==> src/logic/boot_strap_pkg.sv <==
// constants, types and pin defaults for the boot strap and pin default block
package boot_strap_pkg;

  // clock and timing
  localparam longint CLK_HZ            = 40000000;
  localparam longint RESET_HOLD_MS     = 100;
  localparam longint RESET_HOLD_CYCLES = (CLK_HZ * RESET_HOLD_MS + 999) / 1000;
  localparam longint CAL_PERIOD_S      = 8;
  localparam longint CAL_PERIOD_CYCLES = CLK_HZ * CAL_PERIOD_S;
  localparam int     CAL_PPM_LIMIT     = 250;

  // pin count and positions
  localparam int NUM_PINS      = 32;
  localparam int PIN_OTA_STRAP = 2;
  localparam int PIN_UART_RTS  = 5;
  localparam int PIN_UART_TX   = 6;
  localparam int PIN_UART_CTS  = 7;
  localparam int PIN_UART_RX   = 8;
  localparam int PIN_FLASH_CS  = 12;
  localparam int PIN_SELF_RUN  = 13;
  localparam int PIN_FLASH_SO  = 14;
  localparam int PIN_FLASH_CLK = 16;
  localparam int PIN_FLASH_SI  = 20;
  localparam int PIN_SPI_CLK   = 25;
  localparam int PIN_I2C_SDA   = 26;
  localparam int PIN_I2C_SCL   = 27;

  // reset values of the pin configuration
  localparam logic [31:0] DEF_OE  = 32'h0000_0060;
  localparam logic [31:0] DEF_OUT = 32'h0000_0040;
  localparam logic [31:0] DEF_PU  = 32'hffff_df1b;
  localparam logic [31:0] DEF_PD  = 32'h0000_2084;

  // boot paths
  typedef enum logic [1:0] {
    MODE_COMMAND  = 2'b00,
    MODE_SELF_RUN = 2'b01,
    MODE_OTA      = 2'b10,
    MODE_BRIDGE   = 2'b11
  } boot_mode_type;

  typedef logic [NUM_PINS-1:0] pin_vec_type;

endpackage

==> src/logic/strap_if.sv <==
// strap levels and captured boot straps between top and sampler
`timescale 1ns/1ps
interface strap_if;
  logic self_run_raw;
  logic ota_raw;
  logic capture;
  logic self_run_low;
  logic ota_high;
  logic done;

  modport sampler (input  self_run_raw, ota_raw, capture,
                   output self_run_low, ota_high, done);
  modport user    (output self_run_raw, ota_raw, capture,
                   input  self_run_low, ota_high, done);
endinterface // strap_if

==> src/logic/boot_strap_pin_defaults.sv <==
// reset, boot-mode selection and default pin configuration
`timescale 1ns/1ps
module boot_strap_pin_defaults #(
  parameter longint HOLD_CYCLES = boot_strap_pkg::RESET_HOLD_CYCLES,
  parameter longint CAL_CYCLES  = boot_strap_pkg::CAL_PERIOD_CYCLES
) (
  // clock and reset
  input  wire logic                        CLK,
  input  wire logic                        RESET,
  input  wire logic                        MODULE_RESET_LOW,
  // boot inputs
  input  wire logic                        SCRIPT_PRESENT,
  // pads
  input  wire boot_strap_pkg::pin_vec_type PIN_IN,
  output boot_strap_pkg::pin_vec_type      PIN_OUT,
  output boot_strap_pkg::pin_vec_type      PIN_OE,
  output boot_strap_pkg::pin_vec_type      PIN_PULLUP,
  output boot_strap_pkg::pin_vec_type      PIN_PULLDOWN,
  output boot_strap_pkg::pin_vec_type      PIN_ALT,
  // software pin configuration
  input  wire logic                        CFG_WR,
  input  wire logic [4:0]                  CFG_PIN,
  input  wire logic                        CFG_OE,
  input  wire logic                        CFG_OUT,
  input  wire logic                        CFG_PU,
  input  wire logic                        CFG_PD,
  // software peripheral selection
  input  wire logic                        UART_CLOSE,
  input  wire logic                        I2C_OPEN,
  input  wire logic                        SPI_OPEN,
  input  wire logic                        OPEN_EXT_FLASH_CALL,
  // peripheral data
  input  wire logic                        UART_TXD,
  input  wire logic                        RTS_REQ,
  input  wire logic                        I2C_SCL_LOW,
  input  wire logic                        I2C_SDA_LOW,
  input  wire logic                        SPI_SCK,
  input  wire logic                        EXT_FLASH_SELECT,
  input  wire logic                        FLASH_SCK,
  input  wire logic                        FLASH_SI,
  output logic                             UART_RXD,
  output logic                             CTS_ASSERTED,
  output logic                             FLASH_SO,
  // status
  output boot_strap_pkg::boot_mode_type    BOOT_MODE,
  output logic                             MODE_VALID,
  output logic                             IN_RESET,
  output logic                             CAL_START
);
  import boot_strap_pkg::*;

  localparam int HW = $clog2(HOLD_CYCLES + 1);
  localparam logic [HW-1:0] HOLD_LAST = HW'(HOLD_CYCLES - 1);

  typedef struct packed {
    logic [HW-1:0] hold_cnt;
    logic          in_reset;
    logic          capture;
    logic          mode_valid;
    boot_mode_type mode;
    pin_vec_type   cfg_oe;
    pin_vec_type   cfg_out;
    pin_vec_type   cfg_pu;
    pin_vec_type   cfg_pd;
    pin_vec_type   pin_out;
    pin_vec_type   pin_oe;
    pin_vec_type   pin_pu;
    pin_vec_type   pin_pd;
    pin_vec_type   pin_alt;
    logic          uart_rxd;
    logic          cts_asserted;
    logic          flash_so;
    logic          cal_start;
  } state_type;

  localparam state_type RESET_STATE = '{
    hold_cnt:     '0,
    in_reset:     1'b1,
    capture:      1'b0,
    mode_valid:   1'b0,
    mode:         MODE_COMMAND,
    cfg_oe:       DEF_OE,
    cfg_out:      DEF_OUT,
    cfg_pu:       DEF_PU,
    cfg_pd:       DEF_PD,
    pin_out:      DEF_OUT,
    pin_oe:       DEF_OE,
    pin_pu:       DEF_PU,
    pin_pd:       DEF_PD,
    pin_alt:      '0,
    uart_rxd:     1'b1,
    cts_asserted: 1'b0,
    flash_so:     1'b0,
    cal_start:    1'b0
  };

  state_type state_reg;
  state_type state_next;

  logic cal_tick;
  logic uart_on;
  logic held_long;

  // pads whose internal pulls must stay off
  pin_vec_type no_pull;

  strap_if st ();

  //////////////////////////////////////////////////////////////////////////
  // strap sampling and oscillator calibration tick

  // straps come straight off their own pads
  assign st.self_run_raw = PIN_IN[PIN_SELF_RUN];
  assign st.ota_raw      = PIN_IN[PIN_OTA_STRAP];
  assign st.capture      = state_reg.capture;

  strap_sampler u_sampler (
    .clk   (CLK),
    .reset (RESET),
    .st    (st.sampler)
  );

  // periodic rc recalibration request
  period_timer #(
    .PERIOD (CAL_CYCLES)
  ) u_cal_timer (
    .clk   (CLK),
    .reset (RESET),
    .tick  (cal_tick)
  );

  //////////////////////////////////////////////////////////////////////////
  // uart function active once the boot mode is valid, unless autorun runs or software closed it
  assign uart_on = state_reg.mode_valid && !UART_CLOSE &&
                   (state_reg.mode != MODE_SELF_RUN);

  // reset pin counted low for the full hold time
  assign held_long = (state_reg.hold_cnt == HOLD_LAST);

  //////////////////////////////////////////////////////////////////////////
  // pads lent to i2c, spi or flash never keep an internal pull
  for (genvar i = 0; i < NUM_PINS; i++) begin : g_no_pull
    assign no_pull[i] = (I2C_OPEN && (i == PIN_I2C_SCL ||
                                      i == PIN_I2C_SDA)) ||
                        (SPI_OPEN && i == PIN_SPI_CLK) ||
                        (OPEN_EXT_FLASH_CALL && (i == PIN_FLASH_CS  ||
                                                 i == PIN_FLASH_CLK ||
                                                 i == PIN_FLASH_SI  ||
                                                 i == PIN_FLASH_SO));
  end // g_no_pull

  //////////////////////////////////////////////////////////////////////////
  // next state: reset hold, boot decision, pin configuration
  always_comb begin
    state_next           = state_reg;
    state_next.capture   = 1'b0;
    state_next.cal_start = cal_tick;

    // reset pin low time counter, saturating
    if (MODULE_RESET_LOW) begin
      state_next.hold_cnt = '0;
    end else if (!held_long) begin
      state_next.hold_cnt = state_reg.hold_cnt + HW'(1);
    end

    // stay in reset while a long low lasts, release on its rise
    if (!MODULE_RESET_LOW && held_long) begin
      state_next          = RESET_STATE;
      state_next.hold_cnt = state_reg.hold_cnt;
    end else if (state_reg.in_reset) begin
      state_next.in_reset = 1'b0;
      state_next.capture  = 1'b1;
    end

    // calibration keeps its pace through a held reset
    state_next.cal_start = cal_tick;

    // single boot decision from the captured straps
    if (st.done) begin
      state_next.mode_valid = 1'b1;
      if (st.ota_high && !st.self_run_low) begin
        state_next.mode = MODE_BRIDGE;
      end else if (st.self_run_low && SCRIPT_PRESENT) begin
        state_next.mode = MODE_SELF_RUN;
      end else if (st.ota_high) begin
        state_next.mode = MODE_OTA;
      end else begin
        state_next.mode = MODE_COMMAND;
      end
    end

    // software pin writes; any spare pin may serve as spi select
    if (CFG_WR && !state_reg.in_reset && !state_next.in_reset) begin
      state_next.cfg_oe[CFG_PIN]  = CFG_OE;
      state_next.cfg_out[CFG_PIN] = CFG_OUT;
      state_next.cfg_pu[CFG_PIN]  = CFG_PU;
      state_next.cfg_pd[CFG_PIN]  = CFG_PD;
    end

    // digital function: pads follow the configuration
    state_next.pin_oe  = state_next.cfg_oe;
    state_next.pin_out = state_next.cfg_out;
    state_next.pin_pu  = state_next.cfg_pu;
    state_next.pin_pd  = state_next.cfg_pd;
    state_next.pin_alt = '0;

    // uart function on its four pins
    if (uart_on && !state_next.in_reset) begin
      state_next.pin_alt[PIN_UART_TX]  = 1'b1;
      state_next.pin_alt[PIN_UART_RTS] = 1'b1;
      state_next.pin_alt[PIN_UART_RX]  = 1'b1;
      state_next.pin_alt[PIN_UART_CTS] = 1'b1;
      state_next.pin_oe[PIN_UART_TX]   = 1'b1;
      state_next.pin_out[PIN_UART_TX]  = UART_TXD;
      state_next.pin_oe[PIN_UART_RTS]  = 1'b1;
      state_next.pin_out[PIN_UART_RTS] = ~RTS_REQ;
      state_next.pin_oe[PIN_UART_RX]   = 1'b0;
      state_next.pin_oe[PIN_UART_CTS]  = 1'b0;
    end

    // i2c: open drain, pulls left to the board
    if (I2C_OPEN && !state_next.in_reset) begin
      state_next.pin_alt[PIN_I2C_SCL] = 1'b1;
      state_next.pin_alt[PIN_I2C_SDA] = 1'b1;
      state_next.pin_out[PIN_I2C_SCL] = 1'b0;
      state_next.pin_out[PIN_I2C_SDA] = 1'b0;
      state_next.pin_oe[PIN_I2C_SCL]  = I2C_SCL_LOW;
      state_next.pin_oe[PIN_I2C_SDA]  = I2C_SDA_LOW;
      state_next.pin_pu[PIN_I2C_SCL]  = 1'b0;
      state_next.pin_pu[PIN_I2C_SDA]  = 1'b0;
      state_next.pin_pd[PIN_I2C_SCL]  = 1'b0;
      state_next.pin_pd[PIN_I2C_SDA]  = 1'b0;
    end

    // spi master clock
    if (SPI_OPEN && !state_next.in_reset) begin
      state_next.pin_alt[PIN_SPI_CLK] = 1'b1;
      state_next.pin_oe[PIN_SPI_CLK]  = 1'b1;
      state_next.pin_out[PIN_SPI_CLK] = SPI_SCK;
      state_next.pin_pu[PIN_SPI_CLK]  = 1'b0;
      state_next.pin_pd[PIN_SPI_CLK]  = 1'b0;
    end

    // external flash only once software opens it
    if (OPEN_EXT_FLASH_CALL && !state_next.in_reset) begin
      state_next.pin_alt[PIN_FLASH_CS]  = 1'b1;
      state_next.pin_alt[PIN_FLASH_CLK] = 1'b1;
      state_next.pin_alt[PIN_FLASH_SI]  = 1'b1;
      state_next.pin_alt[PIN_FLASH_SO]  = 1'b1;
      state_next.pin_oe[PIN_FLASH_CS]   = 1'b1;
      state_next.pin_oe[PIN_FLASH_CLK]  = 1'b1;
      state_next.pin_oe[PIN_FLASH_SI]   = 1'b1;
      state_next.pin_oe[PIN_FLASH_SO]   = 1'b0;
      state_next.pin_out[PIN_FLASH_CS]  = ~EXT_FLASH_SELECT;
      state_next.pin_out[PIN_FLASH_CLK] = FLASH_SCK;
      state_next.pin_out[PIN_FLASH_SI]  = FLASH_SI;
      state_next.pin_pu[PIN_FLASH_CS]   = 1'b0;
      state_next.pin_pu[PIN_FLASH_CLK]  = 1'b0;
      state_next.pin_pu[PIN_FLASH_SI]   = 1'b0;
      state_next.pin_pu[PIN_FLASH_SO]   = 1'b0;
      state_next.pin_pd[PIN_FLASH_CS]   = 1'b0;
      state_next.pin_pd[PIN_FLASH_CLK]  = 1'b0;
      state_next.pin_pd[PIN_FLASH_SI]   = 1'b0;
      state_next.pin_pd[PIN_FLASH_SO]   = 1'b0;
    end

    // last word on pulls for every pad lent to i2c, spi or flash
    if (!state_next.in_reset) begin
      state_next.pin_pu = state_next.pin_pu & ~no_pull;
      state_next.pin_pd = state_next.pin_pd & ~no_pull;
    end

    // received data back to the user side
    state_next.uart_rxd     = uart_on ? PIN_IN[PIN_UART_RX] : 1'b1;
    state_next.cts_asserted = uart_on & ~PIN_IN[PIN_UART_CTS];
    state_next.flash_so     = OPEN_EXT_FLASH_CALL & PIN_IN[PIN_FLASH_SO];
  end

  //////////////////////////////////////////////////////////////////////////
  // state register
  always_ff @(posedge CLK) begin
    if (RESET) begin
      state_reg <= RESET_STATE;
    end else begin
      state_reg <= state_next;
    end
  end

  //////////////////////////////////////////////////////////////////////////
  // outputs straight from the state register
  assign PIN_OUT      = state_reg.pin_out;
  assign PIN_OE       = state_reg.pin_oe;
  assign PIN_PULLUP   = state_reg.pin_pu;
  assign PIN_PULLDOWN = state_reg.pin_pd;
  assign PIN_ALT      = state_reg.pin_alt;
  assign UART_RXD     = state_reg.uart_rxd;
  assign CTS_ASSERTED = state_reg.cts_asserted;
  assign FLASH_SO     = state_reg.flash_so;
  assign BOOT_MODE    = state_reg.mode;
  assign MODE_VALID   = state_reg.mode_valid;
  assign IN_RESET     = state_reg.in_reset;
  assign CAL_START    = state_reg.cal_start;

endmodule // boot_strap_pin_defaults

==> src/logic/period_timer.sv <==
// free-running period counter giving a one-cycle tick
`timescale 1ns/1ps
module period_timer #(
  parameter longint PERIOD = 320000000
) (
  // clock and reset
  input  wire logic clk,
  input  wire logic reset,
  // tick out
  output logic      tick
);
  import boot_strap_pkg::*;

  localparam int CW = $clog2(PERIOD + 1);
  localparam logic [CW-1:0] LAST = CW'(PERIOD - 1);

  typedef struct packed {
    logic [CW-1:0] cnt;
    logic          tick;
  } state_type;

  state_type state_reg;
  state_type state_next;

  // count to the period, tick on wrap
  always_comb begin
    state_next      = state_reg;
    state_next.tick = 1'b0;
    if (state_reg.cnt == LAST) begin
      state_next.cnt  = '0;
      state_next.tick = 1'b1;
    end else begin
      state_next.cnt = state_reg.cnt + CW'(1);
    end
  end

  always_ff @(posedge clk) begin
    if (reset) begin
      state_reg <= '0;
    end else begin
      state_reg <= state_next;
    end
  end

  assign tick = state_reg.tick;
endmodule // period_timer

==> src/logic/strap_sampler.sv <==
// two-flop strap synchroniser with one-shot capture
`timescale 1ns/1ps
module strap_sampler (
  // clock and reset
  input wire logic    clk,
  input wire logic    reset,
  // strap carrier
  strap_if.sampler    st
);
  import boot_strap_pkg::*;

  typedef struct packed {
    logic [1:0] meta;
    logic [1:0] sync;
    logic       self_run_low;
    logic       ota_high;
    logic       done;
  } state_type;

  state_type state_reg;
  state_type state_next;

  //////////////////////////////////////////////////////////////////////////
  // sync chain, capture only on the release pulse
  always_comb begin
    state_next       = state_reg;
    state_next.meta  = {st.self_run_raw, st.ota_raw};
    state_next.sync  = state_reg.meta;
    state_next.done  = 1'b0;
    if (st.capture) begin
      state_next.self_run_low = ~state_reg.sync[1];
      state_next.ota_high     = state_reg.sync[0];
      state_next.done         = 1'b1;
    end
    if (reset) begin                             // decision only, not chain
      state_next.self_run_low = 1'b0;
      state_next.ota_high     = 1'b0;
      state_next.done         = 1'b0;
    end
  end

  // chain runs through reset so the straps settle before release
  always_ff @(posedge clk) begin
    state_reg <= state_next;
  end

  assign st.self_run_low = state_reg.self_run_low;
  assign st.ota_high     = state_reg.ota_high;
  assign st.done         = state_reg.done;
endmodule // strap_sampler

==> config.mk <==
export PLATFORM = sky130hd
export DESIGN_NAME = boot_strap_pin_defaults
export DESIGN_NICKNAME = d
export VERILOG_FILES = /design/src/logic/boot_strap_pkg.sv /design/src/logic/strap_if.sv /design/src/logic/boot_strap_pin_defaults.sv /design/src/logic/period_timer.sv /design/src/logic/strap_sampler.sv
export SDC_FILE = /design/constraint.sdc
export NUM_CORES = 1
export LEC_CHECK = 0
export BUFFER_PORTS_ARGS = -buffer_cell sky130_fd_sc_hd__buf_2
export CAP_MARGIN = 30
export CORE_MARGIN = 5
export CORE_UTILIZATION = 50
export CTS_CLUSTER_DIAMETER = 60
export CTS_CLUSTER_SIZE = 24
export DETAILED_ROUTE_END_ITERATION = 10
export PLACE_DENSITY = 0.84
export SLEW_MARGIN = 10
export SYNTH_ARGS = -nofsm -noshare
export SYNTH_HDL_FRONTEND = slang
export SYNTH_SLANG_ARGS = --single-unit
==> constraint.sdc <==
create_clock -name CLK -period 5.7 [get_ports CLK]
set_clock_uncertainty 0.15 [all_clocks]
set_input_delay 0.285 -clock CLK [delete_from_list [all_inputs] [get_ports CLK]]
set_output_delay 0.285 -clock CLK [all_outputs]
set_load 0.1 [all_outputs]
# [Word level (Yosys, flattened, before mapping)]
# Cells that the tools add are included.
[word_totals] ff_bits=356
[classes] bitwise=11 n_mux=45 n_eq_ne=4 reduce_logical=25 add_sub_neg=2 n_lt_le_gt_ge=2
[ops] op="$mux 295" n=1
[ops] op="$bwmux 32" n=4
[ops] op="$mux 128" n=1
[ops] op="$and 32x32->32" n=2
[ops] op="$mux 64" n=1
[ops] op="$mux 22" n=2
[ops] op="$not 28->32" n=1
[ops] op="$add 29x1->29 const B" n=1
[ops] op="$eq 29x29->1 const B" n=1
[ops] op="$mux 1" n=24
[ops] op="$add 22x1->22 const B" n=1
[ops] op="$eq 22x22->1 const B" n=1
[ops] op="$mux 2" n=9
[ops] op="$logic_and 1x1->1" n=12
[ops] op="$reduce_or 2->1" n=6
[ops] op="$lt 5x6->1 const B" n=1
[ops] op="$not 1->1" n=6
[ops] op="$demux 1 s5" n=1
[ops] op="$ge 5x1->1 const B" n=1
[ops] op="$logic_not 1->1" n=5
[ops] op="$mux 4" n=1
[ops] op="$mux 3" n=1
[ops] op="$and 1x1->1" n=2
[ops] op="$ne 2x1->1 const B" n=1
[ops] op="3 further kinds" n=3

# [Longest topological paths before layout]
# Gate-level depths: netlist (run 1).
[logic_depth] depth_word=9 ltp_mapped=8

# [By module]
# From an unflattened synthesis (run 1), not the netlist that was laid out.
[hier_totals] cells_unflattened=1129 hier_area_um2=10146.0
[modules_own_cells] module="boot_strap_pin_defaults" cells_per_inst=949 n_inst=1 seq_area_each_um2=3923.8 area_each_um2=8498.2
[modules_own_cells] module="period_timer" cells_per_inst=168 n_inst=1 seq_area_each_um2=600.6 area_each_um2=1476.4
[modules_own_cells] module="strap_sampler" cells_per_inst=12 n_inst=1 seq_area_each_um2=140.1 area_each_um2=171.4

# [Worst setup path after synthesis (run 1)]
# Ideal clock, no wire load.
[synth_timing] path_kind="reg2reg" from="register state_reg (netlist bit IN_RESET)" to="register state_reg (netlist bit PIN_OUT[16])" path_stages_with_launch=5 period_less_slack_ps=2353 setup_slack_ps=3347 n_path_buf=0 arrival_time_ps=2117 cell_sequence="dfxtp_1 -> nor4b_1 -> nand2_1 -> mux2i_1 -> a211oi_1"
[synth_via] elab_chain_len=5
[synth_lines] element="start: declaration" line="boot_strap_pin_defaults.sv:97" rtl="state_type state_reg;"
[synth_lines] element="start signal: assignment" line="boot_strap_pin_defaults.sv:285" rtl="state_reg <= state_next;"
[synth_lines] element="$logic_not 1->1" line="boot_strap_pin_defaults.sv:193" rtl="if (CFG_WR && !state_reg.in_reset && !state_next.in_reset) begin"
[synth_lines] element="$logic_and 1x1->1 (2 in a row)" line="boot_strap_pin_defaults.sv:193"
[synth_lines] element="$mux 128" line="boot_strap_pin_defaults.sv:193"
[synth_lines] element="$mux 1" line="boot_strap_pin_defaults.sv:245" rtl="if (OPEN_EXT_FLASH_CALL && !state_next.in_reset) begin"
# No other way between the ends.
# A chain may end at the register's enable or synchronous reset.

# [Final worst setup path (run 1)]
[layout_timing] from="register state_reg[297] in the netlist's numbering" to="register state_reg[263] in the netlist's numbering"
[layout_via] elab_chain_len=6 word_cells_on_any_way=8 classes_between="eq/ne: 1; mux: 4; reduce/logical: 3"
[layout_lines] element="$eq 22x22->1 (*)" line="boot_strap_pin_defaults.sv:138" rtl="assign held_long = (state_reg.hold_cnt == HOLD_LAST);"
[layout_lines] element="$logic_and 1x1->1 (*)" line="boot_strap_pin_defaults.sv:167" rtl="if (!MODULE_RESET_LOW && held_long) begin"
[layout_lines] element="$mux 2" line="boot_strap_pin_defaults.sv:167"
[layout_lines] element="$logic_not 1->1"
[layout_lines] element="$logic_and 1x1->1" line="boot_strap_pin_defaults.sv:193"
[layout_lines] element="$mux 128 (*)" line="boot_strap_pin_defaults.sv:193"
# Mark *: on every way between the ends. The rest lies on a longest branch, timed or not. The select of a mux whose other input is x is not followed.

==> results.tsv, run 1 <==
stage	metric	value	unit
timing	fin_crit	3.23	ns
cells_and_area	utilization	54.9	%
cts	cts_max_level	1	
routing	final_antenna_net_count	0	
placement	port_buffers	177	
setup_path	cpMostUsedCell	buf_4	
placement	dp_hpwl	15800	µm
timing	setup_tns	0	ns
setup_path	crit_chain	ha_1, nand4_1, nor2_1, a31oi_4, buf_4, clkinv_2, buf_16, buf_4, a21oi_1	
cts	post-cts-setup-buffers	0	
pwr	pwr-share-clk	38.4	%
cells_and_area	final_common_cell	dfxtp_1	
die	start_util	51.1	%
pwr	p_leak	0.00418	µW
pwr	switchingPower	900	µW
setup_path	crit_family	buffers and inverters	
cts	numCtsBuffers	17	
cts	clock_latency	0.49	ns
synth	synth_top_area_cell	dfxtp_1	
synth	ys_warn_count	0	
synth	synth_flop_cell	dfxtp_1	
die	dieWidth	152	µm
cells_and_area	multiInputGateArea	3980	µm²
global_route	track_usage	19.5	%
routing	wirelength	23200	µm
timing	timing.fmax	0.310	GHz
timing	fin_crit_sh	56.6	%
setup_path	end_kind	register	
setup_path	start_kind	register	
synth	synth.cell_area	10000	µm²
cells_and_area	nNetsFinal	1206	
cells_and_area	seqCellArea	4660	µm²
timing	drv_slew	0	
setup_path	crit_type	register to register	
global_route	grt_max_degree	72	
routing	drtPass1Iterations	5	
synth	synth.area.top_cells	dfxtp_1 (47%), buf_4 (12%), mux2i_1 (7.5%)	
run	maxCapViolations	0	
cells_and_area	syn_to_final_growth	7.31	%
cts	path_clk_slew	0.09	ns
pwr	power_density	298	nW/µm²
cells_and_area	drive_gt1_share	20.2	%
setup_path	cpMaxStageDelayCell	nor2_1	
placement	preCtsSetupSlack	2.03	ns
routing	drt_iter0_drc	355	
timing	fin_ws	2.47	ns
timing	tightest_slew	0.772	ns
cells_and_area	fill_cells	1721	
global_route	grt_pass1_wl	36300	µm
cts	cts_sinks	233	
cells_and_area	diodes	0	
die	pin_count	226	
synth	syn_avg_cell_area	8.91	µm²
routing	drc_errors	0	
routing	via_count	7646	
die	rows	51	
routing	wl_per_cell	16.3	µm
synth	synth_seq_cells	233	
pwr	swShare	28.1	%
pwr	p_seq_share	51.8	%
synth	ys_seq_area_share	46.6	%
synth	synthDominantCellAreaShare	46.6	%
run_status	status	finished clean	
setup_path	slowest_delay	0.52	ns
global_route	gr-total-overflow	0	
setup_path	cp_num_buf_inv	4	
pwr	ir_drop	212	µV
cells_and_area	layout_common_cells	dfxtp_1 (233), buf_2 (178), nand2_1 (114), nor2_1 (106), nand3_1 (91)	
die	die_h	152	µm
setup_path	arrival	3.42	ns
global_route	grt_pass1_vias	7155	
timing	finalHoldViolations	0	
setup_path	crit_required	5.89	ns
cells_and_area	largest_reg_flops	150	
synth	netlist_instances	1124	
cts	clockBufferDepth	3	
placement	globalplace.congestion	0.792	
routing	via_per_inst	5.38	
pwr	power_frac_comb	9.8	%
die	coreArea	19600	µm²
worst_hold_path	hold_class	input pin to register	
synth	synth-edff-count	0	
timing	hold-worst-slack	0.00827	ns
timing	relSlewSlack	48.6	%
synth	synthArstFlopShare	0	%
cts	cts_tree	built	
cts	ctsResizeCount	0	
timing	grt_setup_unrepaired	no	
global_route	antenna_found_initial	0	
pwr	p_int	2300	µW
die	die_area	23000	µm²
timing	setup_viol	0	
setup_path	worstPathMaxFanout	63	
cts	cts-root-buf	clkbuf_16	
synth	synth.distinct_cells	55	
==> path summary, 6_finish.rpt <==
check                           from                     end  slack [ns]  depth (start not counted)
max                   state_reg[297]          state_reg[263]        2.47                          9
min                       UART_CLOSE              PIN_ALT[8]       0.008                          3
max reg2reg           state_reg[297]          state_reg[263]        2.47                          9
min reg2reg  u_sampler.state_next[4]  u_sampler.state_reg[4]        0.19                          0
==> cells by family after synthesis <==
family,Yosys count,synth area share (%)
simple gates,428,21.2
buf+inv,234,15.1
flops,233,46.6
compound gates,137,8.16
mux,75,7.50
xor+xnor,14,1.22
fa+ha+maj,2,0.250
other cells,1,0.0374
==> tightest hold or removal path: cells and delay by family <==
kind                   cells  cell delay, ns
AND/OR/NAND/NOR            2            0.23
buffers and inverters      1            0.08
==> cell usage after synthesis (2+ instances only) <==
cell       number
nand3_1        91
o22ai_1         2
a41o_1          2
inv_1           8
dfxtp_1       233
or4b_1          2
nor2b_1         3
nor3_1          9
and3_1          9
nor2_1        106
nand4bb_1       2
nand3b_1        6
nor3b_1         3
and4_1          3
nor4b_1         3
xnor2_1         7
clkbuf_1       46
mux2i_1        75
nand4_2         2
o21ai_0        21
nand2_1       114
nor4_1         13
a211oi_1       10
or4_1          20
a31oi_1         6
or3_1          11
nand4_1        13
ha_1            2
buf_2          12
a21oi_1        73
and2_1          6
clkinv_1        2
xor2_1          7
o31ai_1        16
nor4bb_1        4
buf_4         163
==> metrics by stage <==
step           instances  total power, µW  cell area, µm²
2_1_floorplan       1144             1970           10100
3_3_place_gp        1373             1990            9980
3_5_place_dp        1375             2000           10000
4_1_cts             1420             3230           10700
5_1_grt             1421             3310           10700
6_report            1421             3200           10700
==> metal layers <==
metal  vias to the layer above  GRT usage [%]  wire length [µm]
li1                       3746              -                 -
met1                      3606           24.8              9660
met2                       253           33.6             11200
met3                        41           3.81              1730
met4                         0           5.93               554
met5                         -              0                 0
==> power groups by stage <==
| stage | logic (µW) | registers (µW) | clock network (µW) |
|---|---|---|---|
| floorplan | 265 | 1700 | 0 |
| global placement | 298 | 1690 | 0 |
| detailed placement | 301 | 1700 | 0 |
| CTS | 310 | 1660 | 1260 |
| global route | 326 | 1660 | 1320 |
| finish | 313 | 1660 | 1230 |
==> cell type report <==
cell class | count | area share [%]
inverters | 11 | 0.396
well taps | 265 | 3.09
repair buffers | 206 | 10.8
multi-input cells | 677 | 37.1
clock inverters | 9 | 1.05
clock buffers | 20 | 4.16
flip-flops and latches | 233 | 43.4
==> repair_timing <==
item                       in CTS  in global routing
hold endpoints to repair       25                  0
hold buffers                   16                  0
setup endpoints to repair       0                  0
Power figures use the tool's default switching activity.
==> inputs of run 2 (changes only) <==
--- a/config.mk
+++ b/config.mk
@@ -8,11 +8,11 @@
 export BUFFER_PORTS_ARGS = -buffer_cell sky130_fd_sc_hd__buf_2
 export CAP_MARGIN = 30
 export CORE_MARGIN = 5
-export CORE_UTILIZATION = 50
+export CORE_UTILIZATION = 49
 export CTS_CLUSTER_DIAMETER = 60
 export CTS_CLUSTER_SIZE = 24
 export DETAILED_ROUTE_END_ITERATION = 10
-export PLACE_DENSITY = 0.84
+export PLACE_DENSITY = 0.85
 export SLEW_MARGIN = 10
 export SYNTH_ARGS = -nofsm -noshare
 export SYNTH_HDL_FRONTEND = slang
==> constraint.sdc (replaced) <==
create_clock -name CLK -period 2.85 [get_ports CLK]
set_clock_uncertainty 0.15 [all_clocks]
set_input_delay 0.1425 -clock CLK [delete_from_list [all_inputs] [get_ports CLK]]
set_output_delay 0.1425 -clock CLK [all_outputs]
set_load 0.1 [all_outputs]
==> run 2 against run 1 <==
Die area increased by 1.9%. Combinational power rose by 110%. Count of clock-buffer cells in the layout up 3. Register-to-register slack worse by 2.3 ns. Non-clock buffer count grew 25. Critical endpoint is now PIN_OUT[27]. Sequential cell count unchanged. Cell count up 2.3%.
==> results.tsv, run 2 (same netlist as run 1, synthesis figures left out) <==
stage	metric	value	unit
placement	globalplace.congestion	0.827	
cts	clock_latency	0.50	ns
cells_and_area	final_common_cell	dfxtp_1	
timing	setup_tns	0	ns
routing	via_count	7722	
timing	finalHoldViolations	0	
setup_path	reg2reg_from	state_reg[297]	
worst_hold_path	hold_path_depth	4	
cells_and_area	drive_gt1_share	20.9	%
setup_path	worst_r2r_path_depth	7	
global_route	grt_pass1_vias	7258	
cts	path_clk_slew	0.08	ns
timing	fin_crit_sh	93.0	%
cells_and_area	nNetsFinal	1232	
routing	drc_errors	0	
global_route	grt_pass1_wl	37600	µm
pwr	p_int	4800	µW
timing	relSlewSlack	42.4	%
timing	setup_viol	0	
routing	via_per_inst	5.31	
setup_path	worstPathMaxFanout	11	
pwr	switchingPower	1840	µW
cells_and_area	syn_to_final_growth	10.4	%
pwr	swShare	27.7	%
cells_and_area	diodes	0	
worst_hold_path	min_from	CFG_PIN[0]	
timing	drv_slew	0	
cells_and_area	layout_common_cells	dfxtp_1 (233), buf_2 (177), nand2_1 (114), nor2_1 (106), nand3_1 (91)	
run_status	status	finished clean	
placement	port_buffers	177	
timing	tightest_slew	0.862	ns
routing	final_antenna_net_count	0	
die	coreArea	20200	µm²
global_route	gr-total-overflow	0	
pwr	power_frac_comb	9.8	%
cts	cts_max_level	1	
setup_path	start_kind	register	
global_route	grt_max_degree	78	
timing	hold-worst-slack	0.0391	ns
routing	wirelength	23400	µm
routing	wl_per_cell	16.1	µm
setup_path	end_kind	register	
worst_hold_path	holdPathEnd	state_reg[201]	
setup_path	regToRegEndpoint	PIN_OUT[27]	
pwr	ir_drop	394	µV
setup_path	crit_type	register to register	
setup_path	crit_required	3.08	ns
run	maxCapViolations	0	
cts	cts_sinks	233	
die	dieWidth	153	µm
setup_path	arrival	2.88	ns
timing	fin_crit	2.65	ns
cts	numCtsBuffers	18	
timing	grt_setup_unrepaired	no	
die	start_util	49.7	%
die	die_h	153	µm
pwr	p_leak	0.00434	µW
global_route	track_usage	19.0	%
die	die_area	23400	µm²
cells_and_area	largest_reg_flops	150	
cts	clockBufferDepth	3	
cts	cts-root-buf	clkbuf_16	
pwr	power_density	601	nW/µm²
routing	drt_iter0_drc	537	
worst_hold_path	hold_class	input pin to register	
routing	drtPass1Iterations	5	
setup_path	worst-r2r-setup-slack	0.20	ns
pwr	pwr-share-clk	40.3	%
global_route	antenna_found_initial	0	
timing	timing.fmax	0.377	GHz
pwr	p_seq_share	49.9	%
cts	cts_tree	built	
placement	dp_hpwl	16000	µm
cells_and_area	fill_cells	1790	
die	pin_count	226	
die	rows	52	
-- run 2: cell count changes in the layout (fill, tap and decap cells not counted), moves of 2 or more --
cell	delta
buf_12	+2
inv_6	-3
clkbuf_1	+2
dlygate4sd3_1	+15
inv_8	+3
inv_12	-2
buf_4	+11
clkbuf_16	+2
-- run 2: stage by stage --
step	power, µW	utilization, %	worst slack (ns)	cells	cell area, µm²
2_1_floorplan	3930	-	0.497	1144	10100
3_5_place_dp	4010	50.1	0.545	1391	10100
4_1_cts	6710	54.8	0.104	1454	11000
5_1_grt	6870	54.8	0.0423	1454	11100
6_report	6640	54.8	0.201	1454	11100
3_3_place_gp	4000	50.1	0.581	1391	10100
-- run 2: worst max path at each step --
stage	startpoint	endpoint	slack [ns]	cells after the start
2_1_floorplan	IN_RESET	PIN_OUT[16]	0.50	4
3_3_place_gp	u_cal_timer.state_reg[1]	u_cal_timer.state_reg[28]	0.58	6
3_5_place_dp	u_cal_timer.state_reg[1]	u_cal_timer.state_reg[25]	0.54	6
4_1_cts	state_reg[317]	PIN_OUT[5]	0.10	7
5_1_grt	state_reg[297]	PIN_OUT[27]	0.04	7
6_report	state_reg[297]	PIN_OUT[27]	0.20	7
-- run 2: worst max-delay path: stages (launching register included) --
cell	delay [ns]
dfxtp_1	0.39
ha_1	0.25
nand4_1	0.17
or2_2	0.35
nor3_2	0.29
buf_4	0.28
nor4_1	0.08
dlygate4sd3_1	0.57
-- run 2: what timing repair did --
action / 4_1_cts / 5_1_grt
setup buffers: 0 / 0
setup endpoints to repair: 0 / 1
hold buffers: 31 / 0
gates resized for setup: 0 / 2
hold endpoints to repair: 82 / 0
-- run 2: power by group through the flow --
stage | registers (µW) | logic [µW] | clock network [µW]
final | 3310 | 650 | 2680
after global routing | 3320 | 679 | 2870
after CTS | 3310 | 648 | 2750
after detailed placement | 3390 | 618 | 0
after global placement | 3390 | 614 | 0
after floorplan | 3400 | 530 | 0
-- run 2: per-layer routing --
| metal | up-vias | part of all wire [%] | track usage, % |
|---|---|---|---|
| met1 | 3629 | 43 | 24.7 |
| met4 | 0 | 2.9 | 6.32 |
| met3 | 41 | 7.0 | 4.07 |
| met2 | 255 | 47 | 31.6 |
| met5 | - | 0 | 0 |
| li1 | 3797 | - | - |
-- run 2: layout make-up --
cell class / instances / area (µm²) / share of cell area, %
clock inverter: 9 / 134 / 1.21
clock buffer: 23 / 490 / 4.44
tap: 270 / 338 / 3.06
timing repair buffer: 231 / 1390 / 12.6
sequential: 233 / 4660 / 42.2
inverter: 11 / 42.5 / 0.385
multi-input combinational: 677 / 3990 / 36.1
